File: config.mk
export PLATFORM = sky130hd
export DESIGN_NAME = ats_top
export DESIGN_NICKNAME = d
export VERILOG_FILES = /design/src/ats_trig_gen.v /design/src/ats_skip_unit.v /design/src/ats_top.v
export VERILOG_INCLUDE_DIRS = /design/src
export SDC_FILE = /design/constraint.sdc
export NUM_CORES = 1
export LEC_CHECK = 0
export BUFFER_PORTS_ARGS = -buffer_cell sky130_fd_sc_hd__buf_2
export CAP_MARGIN = 20
export CORE_UTILIZATION = 55
export CTS_BUF_LIST = sky130_fd_sc_hd__clkbuf_4 sky130_fd_sc_hd__clkbuf_8
export DETAILED_ROUTE_END_ITERATION = 10
export GPL_TIMING_DRIVEN = 0
export HOLD_SLACK_MARGIN = 0.15
export PLACE_DENSITY_LB_ADDON = 0.2
export SLEW_MARGIN = 30
export SYNTH_ARGS = -nofsm -noshare
export SYNTH_HDL_FRONTEND = slang
export SYNTH_SLANG_ARGS = --single-unit
export TNS_END_PERCENT = 50
File: constraint.sdc
create_clock -name aclk -period 2.2 [get_ports aclk]
set_clock_uncertainty 0.1 [all_clocks]
set_input_delay 0.11 -clock aclk [delete_from_list [all_inputs] [get_ports aclk]]
set_output_delay 0.11 -clock aclk [all_outputs]
set_load 0.05 [all_outputs]
File: src/ats_map.vh
// Holds register map, fields, reset values and bus codes of the skip block.
// Assumes inclusion by bare name from each file.
//
// How it works
// - Mode one: either trigger decrements skip counter
// - Trigger at zero reloads, passes, pulses request
// - No trigger passes and no request unless delaying function enabled
// - Counter equal compare A/B makes trigger
// - Skip setting only matters while mode is one
// - Mode zero clears the skip counter
// - Counter is zero after reset; first trigger fires
// - Counter stopped keeps skip counter value
// - Second independent instance with own settings
// - Skip count is three-bit plain binary
// - Spacing violated may give miscounted requests
// - Mode set to one clears alternate setting
`ifndef ATS_MAP_VH
`define ATS_MAP_VH

// ==========================================================================
// Address decode
// ==========================================================================
`define ATS_ADDR_W      6
`define ATS_INST_BIT    5
`define ATS_REG_MSB     4
`define ATS_REG_LSB     2
`define ATS_REG_CTRL    3'h0
`define ATS_REG_SKIP    3'h1
`define ATS_REG_CMPA    3'h2
`define ATS_REG_CMPB    3'h3
`define ATS_REG_PERIOD  3'h4
`define ATS_REG_ALT     3'h5
`define ATS_REG_STATUS  3'h6

// ==========================================================================
// Fields
// ==========================================================================
`define ATS_CTRL_RUN    0
`define ATS_CTRL_DLY    1
`define ATS_CTRL_MODE   2
`define ATS_CTRL_W      3
`define ATS_SKIP_W      3
`define ATS_ALT_W       8
`define ATS_STAT_SKIP_LSB 16

// ==========================================================================
// Reset values and bus codes
// ==========================================================================
`define ATS_RST_CTRL    3'h0
`define ATS_RST_SKIP    3'h0
`define ATS_RST_ALT     8'h00
`define ATS_RESP_OKAY   2'h0
`define ATS_RESP_SLVERR 2'h2

`endif

File: src/ats_trig_gen.v
// Holds one channel counter and its two A/D compare triggers.
// Assumes compare and period values come from registers on the same clock.
`timescale 1ns/1ps
`include "ats_map.vh"

module ats_trig_gen #(
  parameter CNT_W = 16                    // Channel counter width
) (
  input  wire             aclk,
  input  wire             aresetn,
  input  wire             count_run,       // Channel counter enable
  input  wire             delay_en,        // Delaying function enable
  input  wire [CNT_W-1:0] period,          // Wrap value
  input  wire [CNT_W-1:0] adc_compare_a,   // Compare for trigger A
  input  wire [CNT_W-1:0] adc_compare_b,   // Compare for trigger B
  output reg  [CNT_W-1:0] channel_counter, // Current count
  output reg              trig_a,          // One-cycle trigger A
  output reg              trig_b           // One-cycle trigger B
);

  // ========================================================================
  // Channel counter and compares
  // ========================================================================
  // Sawtooth count; a stopped counter makes no match, so triggers cease
  always @(posedge aclk) begin
    if (!aresetn) begin
      channel_counter <= {CNT_W{1'b0}};
      trig_a          <= 1'b0;
      trig_b          <= 1'b0;
    end else begin
      trig_a <= count_run && delay_en && (channel_counter == adc_compare_a);
      trig_b <= count_run && delay_en && (channel_counter == adc_compare_b);
      if (count_run) begin
        if (channel_counter == period) begin
          channel_counter <= {CNT_W{1'b0}};     // Wrap at period
        end else begin
          channel_counter <= channel_counter + {{(CNT_W-1){1'b0}}, 1'b1};
        end
      end
    end
  end

endmodule // ats_trig_gen

File: src/ats_skip_unit.v
// Holds the down-counting skip counter and the combined request pulse.
// Assumes triggers are one-cycle pulses from logic on the same clock.
`timescale 1ns/1ps
`include "ats_map.vh"

module ats_skip_unit (
  input  wire                  aclk,
  input  wire                  aresetn,
  input  wire                  delay_en,          // Delaying function enable
  input  wire                  skip_mode_select,  // Selects this skip scheme
  input  wire [`ATS_SKIP_W-1:0] skip_count,       // Reload value
  input  wire                  trig_a,            // Trigger A pulse
  input  wire                  trig_b,            // Trigger B pulse
  output reg                   trig_a_valid,      // Passed trigger A
  output reg                   trig_b_valid,      // Passed trigger B
  output reg                   combined_adc_req,  // A-or-B start pulse
  output reg  [`ATS_SKIP_W-1:0] skip_counter      // Counter for readback
);

  // ========================================================================
  // Event qualification
  // ========================================================================
  // Coincident A and B form one event so the count moves once
  wire evt    = delay_en && skip_mode_select && (trig_a || trig_b);
  wire at_zero = (skip_counter == {`ATS_SKIP_W{1'b0}});

  // ========================================================================
  // Skip counter
  // ========================================================================
  // Too-close compares may merge events; software keeps spacing
  always @(posedge aclk) begin
    if (!aresetn) begin
      skip_counter     <= {`ATS_SKIP_W{1'b0}};
      combined_adc_req <= 1'b0;
      trig_a_valid     <= 1'b0;
      trig_b_valid     <= 1'b0;
    end else begin
      combined_adc_req <= 1'b0;
      trig_a_valid     <= 1'b0;
      trig_b_valid     <= 1'b0;
      if (!skip_mode_select) begin
        skip_counter <= {`ATS_SKIP_W{1'b0}};
        // Other scheme: triggers pass unskipped
        trig_a_valid <= delay_en && trig_a;
        trig_b_valid <= delay_en && trig_b;
      end else if (evt) begin
        if (at_zero) begin
          skip_counter     <= skip_count;
          combined_adc_req <= 1'b1;
          trig_a_valid     <= trig_a;
          trig_b_valid     <= trig_b;
        end else begin
          // Nonzero count: trigger is swallowed
          skip_counter <= skip_counter - {{(`ATS_SKIP_W-1){1'b0}}, 1'b1};
        end
      end
      // No event: value retained, also when channel counter stops
    end
  end

endmodule // ats_skip_unit

File: src/ats_top.v
// Holds the AXI4-Lite register file and two trigger skip channels.
// Assumes a single master with one write and one read outstanding at most.
`timescale 1ns/1ps
`include "ats_map.vh"

module ats_top #(
  parameter CNT_W = 16                          // Channel counter width
) (
  input  wire                   aclk,
  input  wire                   aresetn,
  // AXI4-Lite write address
  input  wire [`ATS_ADDR_W-1:0] s_axi_awaddr,
  input  wire                   s_axi_awvalid,
  output wire                   s_axi_awready,
  // AXI4-Lite write data
  input  wire [31:0]            s_axi_wdata,
  input  wire [3:0]             s_axi_wstrb,
  input  wire                   s_axi_wvalid,
  output wire                   s_axi_wready,
  // AXI4-Lite write response
  output reg  [1:0]             s_axi_bresp,
  output reg                    s_axi_bvalid,
  input  wire                   s_axi_bready,
  // AXI4-Lite read address
  input  wire [`ATS_ADDR_W-1:0] s_axi_araddr,
  input  wire                   s_axi_arvalid,
  output wire                   s_axi_arready,
  // AXI4-Lite read data
  output reg  [31:0]            s_axi_rdata,
  output reg  [1:0]             s_axi_rresp,
  output reg                    s_axi_rvalid,
  input  wire                   s_axi_rready,
  // First channel pair outputs
  output wire                   trig_a_valid_first,
  output wire                   trig_b_valid_first,
  output wire                   combined_adc_req_first,
  // Second channel pair outputs
  output wire                   trig_a_valid_second,
  output wire                   trig_b_valid_second,
  output wire                   combined_adc_req_second
);

  // ========================================================================
  // Byte lane merge
  // ========================================================================
  // Applies write strobes to the current word
  function [31:0] ats_merge;
    input [31:0] old_w;
    input [31:0] new_w;
    input [3:0]  strb;
    integer k;
    begin
      ats_merge = old_w;
      for (k = 0; k < 4; k = k + 1) begin
        if (strb[k]) begin
          ats_merge[k*8 +: 8] = new_w[k*8 +: 8];
        end
      end
    end
  endfunction

  // ========================================================================
  // Write channel capture
  // ========================================================================
  reg                   aw_held_r;   // Write address taken
  reg                   w_held_r;    // Write data taken
  reg [`ATS_ADDR_W-1:0] aw_addr_r;   // Captured write address
  reg [31:0]            w_data_r;    // Captured write data
  reg [3:0]             w_strb_r;    // Captured strobes

  // Refused while its own word waits or a response hangs
  assign s_axi_awready = !aw_held_r && !s_axi_bvalid;
  assign s_axi_wready  = !w_held_r && !s_axi_bvalid;

  // Write performed once both halves are held
  wire wr_fire = aw_held_r && w_held_r && !s_axi_bvalid;
  wire [2:0] wr_reg = aw_addr_r[`ATS_REG_MSB:`ATS_REG_LSB];
  wire wr_ok = (wr_reg <= `ATS_REG_STATUS);

  // Captures address and data in either order
  always @(posedge aclk) begin
    if (!aresetn) begin
      aw_held_r <= 1'b0;
      w_held_r  <= 1'b0;
      aw_addr_r <= {`ATS_ADDR_W{1'b0}};
      w_data_r  <= 32'h0000_0000;
      w_strb_r  <= 4'h0;
    end else begin
      if (s_axi_awvalid && s_axi_awready) begin
        aw_held_r <= 1'b1;
        aw_addr_r <= s_axi_awaddr;
      end else if (wr_fire) begin
        aw_held_r <= 1'b0;
      end
      if (s_axi_wvalid && s_axi_wready) begin
        w_held_r <= 1'b1;
        w_data_r <= s_axi_wdata;
        w_strb_r <= s_axi_wstrb;
      end else if (wr_fire) begin
        w_held_r <= 1'b0;
      end
    end
  end

  // ========================================================================
  // Write response
  // ========================================================================
  // Unmapped slot answers SLVERR; writes to status are dropped with OKAY
  always @(posedge aclk) begin
    if (!aresetn) begin
      s_axi_bvalid <= 1'b0;
      s_axi_bresp  <= `ATS_RESP_OKAY;
    end else if (wr_fire) begin
      s_axi_bvalid <= 1'b1;
      s_axi_bresp  <= wr_ok ? `ATS_RESP_OKAY : `ATS_RESP_SLVERR;
    end else if (s_axi_bready) begin
      s_axi_bvalid <= 1'b0;
    end
  end

  // ========================================================================
  // Two channel pairs
  // ========================================================================
  wire [63:0] rd_flat;   // Read words of both instances, second in top half
  wire [1:0]  a_valid;   // Passed A per instance
  wire [1:0]  b_valid;   // Passed B per instance
  wire [1:0]  comb_req;  // Combined request per instance

  genvar gi;
  generate
    for (gi = 0; gi < 2; gi = gi + 1) begin : g_inst
      reg [`ATS_CTRL_W-1:0] ctrl_r;      // Run, delay enable, mode
      reg [`ATS_SKIP_W-1:0] skip_set_r;  // Skip count setting
      reg [CNT_W-1:0]       cmp_a_r;     // Compare A
      reg [CNT_W-1:0]       cmp_b_r;     // Compare B
      reg [CNT_W-1:0]       period_r;    // Counter wrap value
      reg [`ATS_ALT_W-1:0]  alt_set_r;   // Alternate scheme setting
      wire [CNT_W-1:0]      cnt;         // Channel counter
      wire [`ATS_SKIP_W-1:0] skip_cnt;   // Skip counter
      wire                  ta;          // Trigger A
      wire                  tb;          // Trigger B
      wire [31:0]           merged;      // Strobed write value
      reg  [31:0]           cur;         // Current value of target register

      wire sel_w = wr_fire && (aw_addr_r[`ATS_INST_BIT] == (gi == 1));

      // Current value for byte lane merge
      always @* begin
        cur = 32'h0000_0000;
        case (wr_reg)
          `ATS_REG_CTRL:   cur[`ATS_CTRL_W-1:0] = ctrl_r;
          `ATS_REG_SKIP:   cur[`ATS_SKIP_W-1:0] = skip_set_r;
          `ATS_REG_CMPA:   cur[CNT_W-1:0]       = cmp_a_r;
          `ATS_REG_CMPB:   cur[CNT_W-1:0]       = cmp_b_r;
          `ATS_REG_PERIOD: cur[CNT_W-1:0]       = period_r;
          `ATS_REG_ALT:    cur[`ATS_ALT_W-1:0]  = alt_set_r;
          default:         cur = 32'h0000_0000;
        endcase
      end
      assign merged = ats_merge(cur, w_data_r, w_strb_r);

      // Register writes
      always @(posedge aclk) begin
        if (!aresetn) begin
          ctrl_r     <= `ATS_RST_CTRL;
          skip_set_r <= `ATS_RST_SKIP;
          cmp_a_r    <= {CNT_W{1'b0}};
          cmp_b_r    <= {CNT_W{1'b0}};
          period_r   <= {CNT_W{1'b1}};
          alt_set_r  <= `ATS_RST_ALT;
        end else if (sel_w) begin
          case (wr_reg)
            `ATS_REG_CTRL: begin
              ctrl_r <= merged[`ATS_CTRL_W-1:0];
              if (merged[`ATS_CTRL_MODE]) begin
                alt_set_r <= `ATS_RST_ALT;
              end
            end
            `ATS_REG_SKIP:   skip_set_r <= merged[`ATS_SKIP_W-1:0];
            `ATS_REG_CMPA:   cmp_a_r    <= merged[CNT_W-1:0];
            `ATS_REG_CMPB:   cmp_b_r    <= merged[CNT_W-1:0];
            `ATS_REG_PERIOD: period_r   <= merged[CNT_W-1:0];
            `ATS_REG_ALT: begin
              // Alternate setting is frozen at zero while this scheme runs
              if (!ctrl_r[`ATS_CTRL_MODE]) begin
                alt_set_r <= merged[`ATS_ALT_W-1:0];
              end
            end
            default: begin
              // Status and unmapped: nothing stored
            end
          endcase
        end
      end

      // Counter and compare triggers
      ats_trig_gen #(
        .CNT_W(CNT_W)
      ) u_trig (
        .aclk            (aclk),
        .aresetn         (aresetn),
        .count_run       (ctrl_r[`ATS_CTRL_RUN]),
        .delay_en        (ctrl_r[`ATS_CTRL_DLY]),
        .period          (period_r),
        .adc_compare_a   (cmp_a_r),
        .adc_compare_b   (cmp_b_r),
        .channel_counter (cnt),
        .trig_a          (ta),
        .trig_b          (tb)
      );

      // Skip counter and combined request
      ats_skip_unit u_skip (
        .aclk             (aclk),
        .aresetn          (aresetn),
        .delay_en         (ctrl_r[`ATS_CTRL_DLY]),
        .skip_mode_select (ctrl_r[`ATS_CTRL_MODE]),
        .skip_count       (skip_set_r),
        .trig_a           (ta),
        .trig_b           (tb),
        .trig_a_valid     (a_valid[gi]),
        .trig_b_valid     (b_valid[gi]),
        .combined_adc_req (comb_req[gi]),
        .skip_counter     (skip_cnt)
      );

      // Read word of this instance for the selected register
      reg [31:0] rword;
      always @* begin
        rword = 32'h0000_0000;
        case (s_axi_araddr[`ATS_REG_MSB:`ATS_REG_LSB])
          `ATS_REG_CTRL:   rword[`ATS_CTRL_W-1:0] = ctrl_r;
          `ATS_REG_SKIP:   rword[`ATS_SKIP_W-1:0] = skip_set_r;
          `ATS_REG_CMPA:   rword[CNT_W-1:0]       = cmp_a_r;
          `ATS_REG_CMPB:   rword[CNT_W-1:0]       = cmp_b_r;
          `ATS_REG_PERIOD: rword[CNT_W-1:0]       = period_r;
          `ATS_REG_ALT:    rword[`ATS_ALT_W-1:0]  = alt_set_r;
          `ATS_REG_STATUS: begin
            rword[CNT_W-1:0] = cnt;
            rword[`ATS_STAT_SKIP_LSB +: `ATS_SKIP_W] = skip_cnt;
          end
          default:         rword = 32'h0000_0000;
        endcase
      end
      assign rd_flat[gi*32 +: 32] = rword;
    end
  endgenerate

  assign trig_a_valid_first      = a_valid[0];
  assign trig_b_valid_first      = b_valid[0];
  assign combined_adc_req_first  = comb_req[0];
  assign trig_a_valid_second     = a_valid[1];
  assign trig_b_valid_second     = b_valid[1];
  assign combined_adc_req_second = comb_req[1];

  // ========================================================================
  // Read channel
  // ========================================================================
  // One read in flight; address refused while the data waits
  assign s_axi_arready = !s_axi_rvalid;

  wire [2:0] rd_reg = s_axi_araddr[`ATS_REG_MSB:`ATS_REG_LSB];
  wire rd_ok = (rd_reg <= `ATS_REG_STATUS);

  // Data captured at address handshake, so it holds while waiting
  always @(posedge aclk) begin
    if (!aresetn) begin
      s_axi_rvalid <= 1'b0;
      s_axi_rdata  <= 32'h0000_0000;
      s_axi_rresp  <= `ATS_RESP_OKAY;
    end else if (s_axi_arvalid && s_axi_arready) begin
      s_axi_rvalid <= 1'b1;
      s_axi_rresp  <= rd_ok ? `ATS_RESP_OKAY : `ATS_RESP_SLVERR;
      if (s_axi_araddr[`ATS_INST_BIT]) begin
        s_axi_rdata <= rd_flat[63:32];
      end else begin
        s_axi_rdata <= rd_flat[31:0];
      end
    end else if (s_axi_rready) begin
      s_axi_rvalid <= 1'b0;
    end
  end

endmodule // ats_top

[Word-level counts from Yosys, hierarchy flattened]
Cells that the tools add are included.
Storage, ports and cells
  register bits after elaboration: 236
  input bits: 55
  output and inout port bits: 47
  word-level logic and storage cells: 170
Operators by class
  add/sub/neg operators: 4
  $lt $le $gt $ge: 2
  eq/ne operators: 21
  mux-type cells: 52
  bitwise logic cells: 1
  reductions and logical operators: 54
Operators by type and width (number)
  16-bit equality test: 6
  8-bit 2-to-1 mux: 8
  8-bit case mux with 2 select lines: 4
  8-bit case mux with 4 select lines: 2
  5-bit case mux with 5 select lines: 2
  3-bit case mux with 7 select lines: 2
  5-bit case mux with 4 select lines: 2
  3-bit case mux with 6 select lines: 2
  16-bit by 1-bit adder with 16-bit output, second input constant: 2
  16-bit 2-to-1 mux: 2
  2-bit AND reduction: 12
  1-bit logical AND: 23
  1-bit 2-to-1 mux: 21
  19-bit 2-to-1 mux: 1
  3-bit equality test, second input constant: 5
  3-bit by 2-bit equality test with 1-bit output, second input constant: 4
  3-bit zero test: 4
  3-bit 2-to-1 mux: 4
  2-bit nonzero test: 5
  2-bit != test, second input constant: 4
  4-bit AND reduction: 2
  3-bit by 1-bit equality test with 1-bit output, second input constant: 2
  3-bit less-or-equal comparator, second input constant: 2
  3-bit AND reduction: 2
  5 further kinds: 11

[Logic depth before layout (Yosys ltp)]
  word-level depth: 5
  depth in mapped cells: 8
  mapped depth without buffers: 7

[By module]
From an unflattened synthesis, not the netlist that was laid out.
Second synthesis, totals
  cells, all modules: 1551
  area total of the unflattened synthesis: 13217.7 um2
Modules (own cells, without submodules)
  ats_top: times used 1, cells each 1161, area an instance 9441.6 um2, seq. area each 3423.3 um2
  ats_trig_gen: times used 2, cells each 165, area an instance 1587.8 um2, seq. area each 360.3 um2
  ats_skip_unit: times used 2, cells each 30, area an instance 300.3 um2, seq. area each 120.1 um2

[Worst setup path after synthesis]
OpenSTA, ideal clock, no wires.
  path type: reg-to-reg
  start point: register s_axi_bvalid
  end point: register w_data_r[0]
  library setup time: 0.070 ns
  arrival: 2.239 ns
  data required time: 2.030 ns
  slack: -0.209 ns
  cell stages (with the launch flop): 7
  buffers on the path: 2
  clock period less this slack: 2.409 ns
  cell sequence: dfxtp_1 -> nor2_1 -> and2_1 -> clkbuf_1 -> clkbuf_1 -> nand2_1 -> a21oi_1
On the way
  word-level cells in the longest chain between the ends: 3
RTL lines
  start: declaration: line ats_top.v:22  | output reg s_axi_bvalid,
  start signal: assignment: line ats_top.v:111  | s_axi_bvalid <= 1'b0;
  start signal: assignment: line ats_top.v:114  | s_axi_bvalid <= 1'b1;
  start signal: assignment: line ats_top.v:117  | s_axi_bvalid <= 1'b0;
  1-bit zero test: line ats_top.v:73  | assign s_axi_wready = !w_held_r && !s_axi_bvalid;
  1-bit logical AND: line ats_top.v:73
  net s_axi_wready: line ats_top.v:19  | output wire s_axi_wready,
  1-bit logical AND: line ats_top.v:95  | if (s_axi_wvalid && s_axi_wready) begin
  end signal: assignment: line ats_top.v:97  | w_data_r <= s_axi_wdata;
  end: declaration: line ats_top.v:68  | reg [31:0] w_data_r;
The timed path passes the listed nets, and every way through them passes these cells.
A chain may end at the register's enable or synchronous reset.

[Worst setup path in the final report]
  start point: register g_inst[0].u_trig.channel_counter[2]
  end point: register g_inst[0].u_trig.channel_counter[10]
On the way
  word-level cells in the longest chain between the ends: 2
  elaborated cells between the ends (all ways): 3
  classes of those cells: 1 x add/sub; 1 x eq/ne; 1 x mux
RTL lines
  start: declaration: line ats_trig_gen.v:16  | output reg [CNT_W-1:0] channel_counter,
  start signal: assignment: line ats_trig_gen.v:27  | channel_counter <= {CNT_W{1'b0}};
  start signal: assignment: line ats_trig_gen.v:35  | channel_counter <= {CNT_W{1'b0}};
  start signal: assignment: line ats_trig_gen.v:37  | channel_counter <= channel_counter + {{(CNT_W-1){1'b0}}, 1'b1};
  16-bit by 1-bit adder with 16-bit output or 16-bit equality test (tied branches): line ats_trig_gen.v:37, ats_trig_gen.v:34
  16-bit 2-to-1 mux *: line ats_trig_gen.v:34  | if (channel_counter == period) begin
Mark *: on every way between the ends. The rest lies on a longest branch, timed or not.

==> out/summary.log <==
INFO  status         status=finished clean
INFO  place          preCtsSetupSlack=-0.434ns
INFO  die            start_util=56.8%
INFO  detailed_routing routedWlPerCell=24.2um
INFO  timing         max_slew.worst_pin.slew=0.905ns
INFO  detailed_routing drt_first_iter_violations=1,716
INFO  critical_path  worst_setup_path_start=g_inst[0].u_trig.channel_counter[2]$_SDFFE_PN0P_
INFO  worst_hold_path hold_path_startpoint=s_axi_araddr[5]
INFO  die            core_area=21,200um^2
INFO  die            die-width=150um
INFO  global_route   grt_first_pass_wirelength=69,300um
INFO  layout         instances_no_fill=1,928
INFO  synth          synth_top_area_share=36.4%
INFO  timing         postLayoutSetupSlackWorst=0.00369ns
INFO  die            fp-row-count=53
INFO  synth          async_reset_ff_share=0%
INFO  job            drv.max_cap_violation_count=0
INFO  layout         layout.cells.most_common_list=218 x sky130_fd_sc_hd__dfxtp_1, 170 x sky130_fd_sc_hd__a21oi_1, 117 x sky130_fd_sc_hd__nor2_1
INFO  synth          yosys.area.top_type=sky130_fd_sc_hd__dfxtp_1
INFO  global_route   via_count_of_the_first_global_routing_pass=11,700
INFO  die            die-area=22,500um^2
INFO  clocking       clkSlewWorstSetupHoldPaths=0.06ns
INFO  critical_path  critPathKind=flip-flop to flip-flop
INFO  layout         final_area=14,200um^2
INFO  synth          synthCells=1,462
INFO  timing         final_max_slew_viol_count=0
INFO  power          net-switching-power=2.69mW
INFO  power          share_comb_of_total_power=14.2%
INFO  global_route   antenna_found_initial=1
INFO  clocking       clock_tree.htree_level_count=2
INFO  critical_path  cp_max_fo=10
INFO  die            top_level_ports=102
INFO  power          cellInternalPower=6.80mW
INFO  clocking       cts-root-buf=sky130_fd_sc_hd__clkbuf_8
INFO  power          fraction_of_power_spent_switching_nets=28.3%
INFO  die            die_height=150um
INFO  detailed_routing antenna_violating_nets_post_route=0
INFO  layout         syn_to_final_growth=18.1%
INFO  timing         report.final.hold_viol_count=0
INFO  synth          dominant_register_cell_in_the_synthesized_netlist=sky130_fd_sc_hd__dfxtp_1
INFO  critical_path  startpoint_types=flip-flop
INFO  layout         leading_cell_type_in_the_layout_fill_and_taps_excluded=sky130_fd_sc_hd__dfxtp_1
INFO  layout         num_antenna_cells=0
INFO  power          power.clock.fraction=42.5%
INFO  critical_path  reg2reg_from=g_inst[0].u_trig.channel_counter[2]$_SDFFE_PN0P_
INFO  synth          ys_seq_area_share=36.4%
INFO  critical_path  crit_required=2.52ns
INFO  synth          ys_seq_elements=219
INFO  synth          synth.lib_cells_used.distinct=66
INFO  timing         setup_total_negative_slack=0ns
INFO  detailed_routing first_pass_iters=6
INFO  layout         fraction_of_final_layout_cells_sized_beyond_drive_strength_1=18.3%
INFO  place          portBuffers=61
INFO  detailed_routing drc_errors=0
INFO  synth          netlist_top_cells_area=sky130_fd_sc_hd__dfxtp_1 36%, sky130_fd_sc_hd__a21oi_1 7.3%, sky130_fd_sc_hd__xor2_1 6.4%
INFO  power          leakage_power_of_the_design=5.84nW
INFO  place          post_dp_cell_area=12,700um^2
INFO  detailed_routing vias=12,600
INFO  detailed_routing totalWireLength=46,700um
INFO  clocking       cts_sinks=219
INFO  power          p_total=9.49mW
INFO  place          globalplace.congestion=1.08
INFO  timing         rsz_0062_raised_after_global_routing=yes
INFO  synth          synthesis.area=12,000um^2
INFO  power          power.density_cell_area=668nW/um^2
INFO  global_route   maximum_number_of_pins_on_one_net_before_global_route_repair=11
INFO  clocking       worstSkewPairLatency=0.54ns
INFO  global_route   overflow=0
INFO  timing         timing.final.crit_period=2.20ns
INFO  clocking       cts_buffers=38
INFO  clocking       bufs_on_longest_clock_path=3
INFO  critical_path  cp.arrival=2.51ns
INFO  power          seq_power_share=43.3%
INFO  place          post-dp-hpwl=32,900um
INFO  detailed_routing post_drt_via_cell_ratio=6.51
INFO  synth          avgSynthCellArea=8.24um^2
INFO  power          vdd_drop_max=0.602mV
INFO  worst_hold_path hold_path.class=input port to flip-flop
INFO  critical_path  type_of_element_capturing_the_critical_path=flip-flop
INFO  timing         setup_viol=0
INFO  synth          ys_warn_count=0
INFO  timing         fmax=455MHz
INFO  timing         min_period_over_period=99.8%
INFO  timing         maxSlewHeadroom=39.7%
INFO  place          dpl.cell_count=1,812
INFO  synth          synth_enable_flop_cells=0
INFO  layout         final_nets=1,692
INFO  global_route   globalRouteTotalUtil=41.5%
INFO  clocking       tritoncts=done
-- synthesized netlist by cell type (all sizes together) (5+ instances only) --
library cell  instances
nand4                22
o31ai                11
a211oi               14
o221ai                9
nor2b                18
a221o                 5
or3                   5
a32oi                 9
nand2               108
nor3                 49
o22ai                18
nor2                125
inv                  14
mux2i                33
a21oi               176
nand2b               17
dfxtp               219
o211ai               11
xor2                 88
mux2                 30
nor4                 16
clkbuf               72
ha                    8
buf                  78
a22o                  8
a22oi                46
o2bb2ai              14
xnor2                38
and2                  9
a221oi               13
o21ai               111
nand3                23
-- power by group through the flow --
stage | Combinational [mW] | Clock, mW | Sequential [mW]
2_1_floorplan | 0.774 | 0 | 4.19
3_3_place_gp | 1.16 | 0 | 4.18
3_5_place_dp | 1.16 | 0 | 4.18
4_1_cts | 1.26 | 4.02 | 4.10
5_1_grt | 1.40 | 4.22 | 4.11
6_report | 1.35 | 4.04 | 4.11
-- critical path, stage by stage (launching register included) --
cell,delay [ns]
sky130_fd_sc_hd__dfxtp_1,0.31
sky130_fd_sc_hd__clkbuf_1,0.45
sky130_fd_sc_hd__xnor2_1,0.18
sky130_fd_sc_hd__nand4_1,0.15
sky130_fd_sc_hd__o41ai_4,0.60
sky130_fd_sc_hd__buf_6,0.22
sky130_fd_sc_hd__nor2_1,0.06
-- area by class of cell --
| type | count | area, um^2 |
|---|---|---|
| inverters | 14 | 52.6 |
| fillers | 1822 | 7000 |
| well taps | 275 | 344 |
| clock buffers | 58 | 729 |
| plain buffers | 150 | 782 |
| repair buffers | 113 | 801 |
| multi-input cells | 1093 | 7040 |
| clock inverters | 6 | 82.6 |
| flip-flops and latches | 219 | 4390 |
-- timing repair --
action / 4_1_cts / 5_1_grt
setup buffers: 7 / 4
resized for setup: 19 / 41
hold buffers: 40 / 1
hold endpoints to repair: 86 / 6
endpoints found under the setup margin: 105 / 142
pin swaps: 2 / 6
-- registers in the layout, summed over array words and instances, names as in the netlist, 2 cells and up --
name                            flops
s_axi_rdata                        19
aw_addr_r                           4
g_inst.u_skip.trig_b_valid          2
w_strb_r                            2
w_data_r                           16
g_inst.cmp_a_r                     32
g_inst.u_trig.channel_counter      32
g_inst.u_skip.skip_counter          6
g_inst.skip_set_r                   6
g_inst.u_skip.combined_adc_req      2
g_inst.u_skip.trig_a_valid          2
g_inst.cmp_b_r                     32
g_inst.ctrl_r                       6
g_inst.u_trig.trig_b                2
g_inst.alt_set_r                   16
g_inst.u_trig.trig_a                2
g_inst.period_r                    32
-- stage by stage --
step	utilization [%]	hold WS [ns]
after floorplan	-	0.110
after global placement	60.1	0.202
after detailed placement	60.1	0.202
after CTS	66.3	0.157
after global routing	67.0	0.246
final	67.0	0.197
-- path summary, 6_finish.rpt --
kind	to	slack, ns	depth (start not counted)
max	g_inst[0].u_trig.channel_counter[10]$_SDFFE_PN0P_	0.004	6
min	s_axi_rdata[16]$_SDFFE_PN0P_	0.20	5
max reg2reg	g_inst[0].u_trig.channel_counter[10]$_SDFFE_PN0P_	0.004	6
min reg2reg	s_axi_rdata[9]$_SDFFE_PN0P_	0.33	2
-- per-layer routing --
layer | track usage (%) | part of all wire (%) | up-vias
li1 | - | - | 5558
met3 | 11.0 | 13 | 209
met1 | 54.7 | 39 | 5840
met4 | 21.9 | 5.8 | 2
met2 | 61.8 | 42 | 946
met5 | 0 | 0.028 | -
-- cells by family after synthesis --
group	Yosys count	share of synthesized area, %
AO/OA/AOI/OAI	464	24.1
XOR/XNOR	126	9.16
adder cells (fa/ha/maj)	8	0.831
buffers and inverters	164	6.71
flip-flops	219	36.4
multiplexers	66	6.14
other	1	0.0311
AND/OR/NAND/NOR	414	16.6
Note: power is estimated with default switching activity, not from simulation.
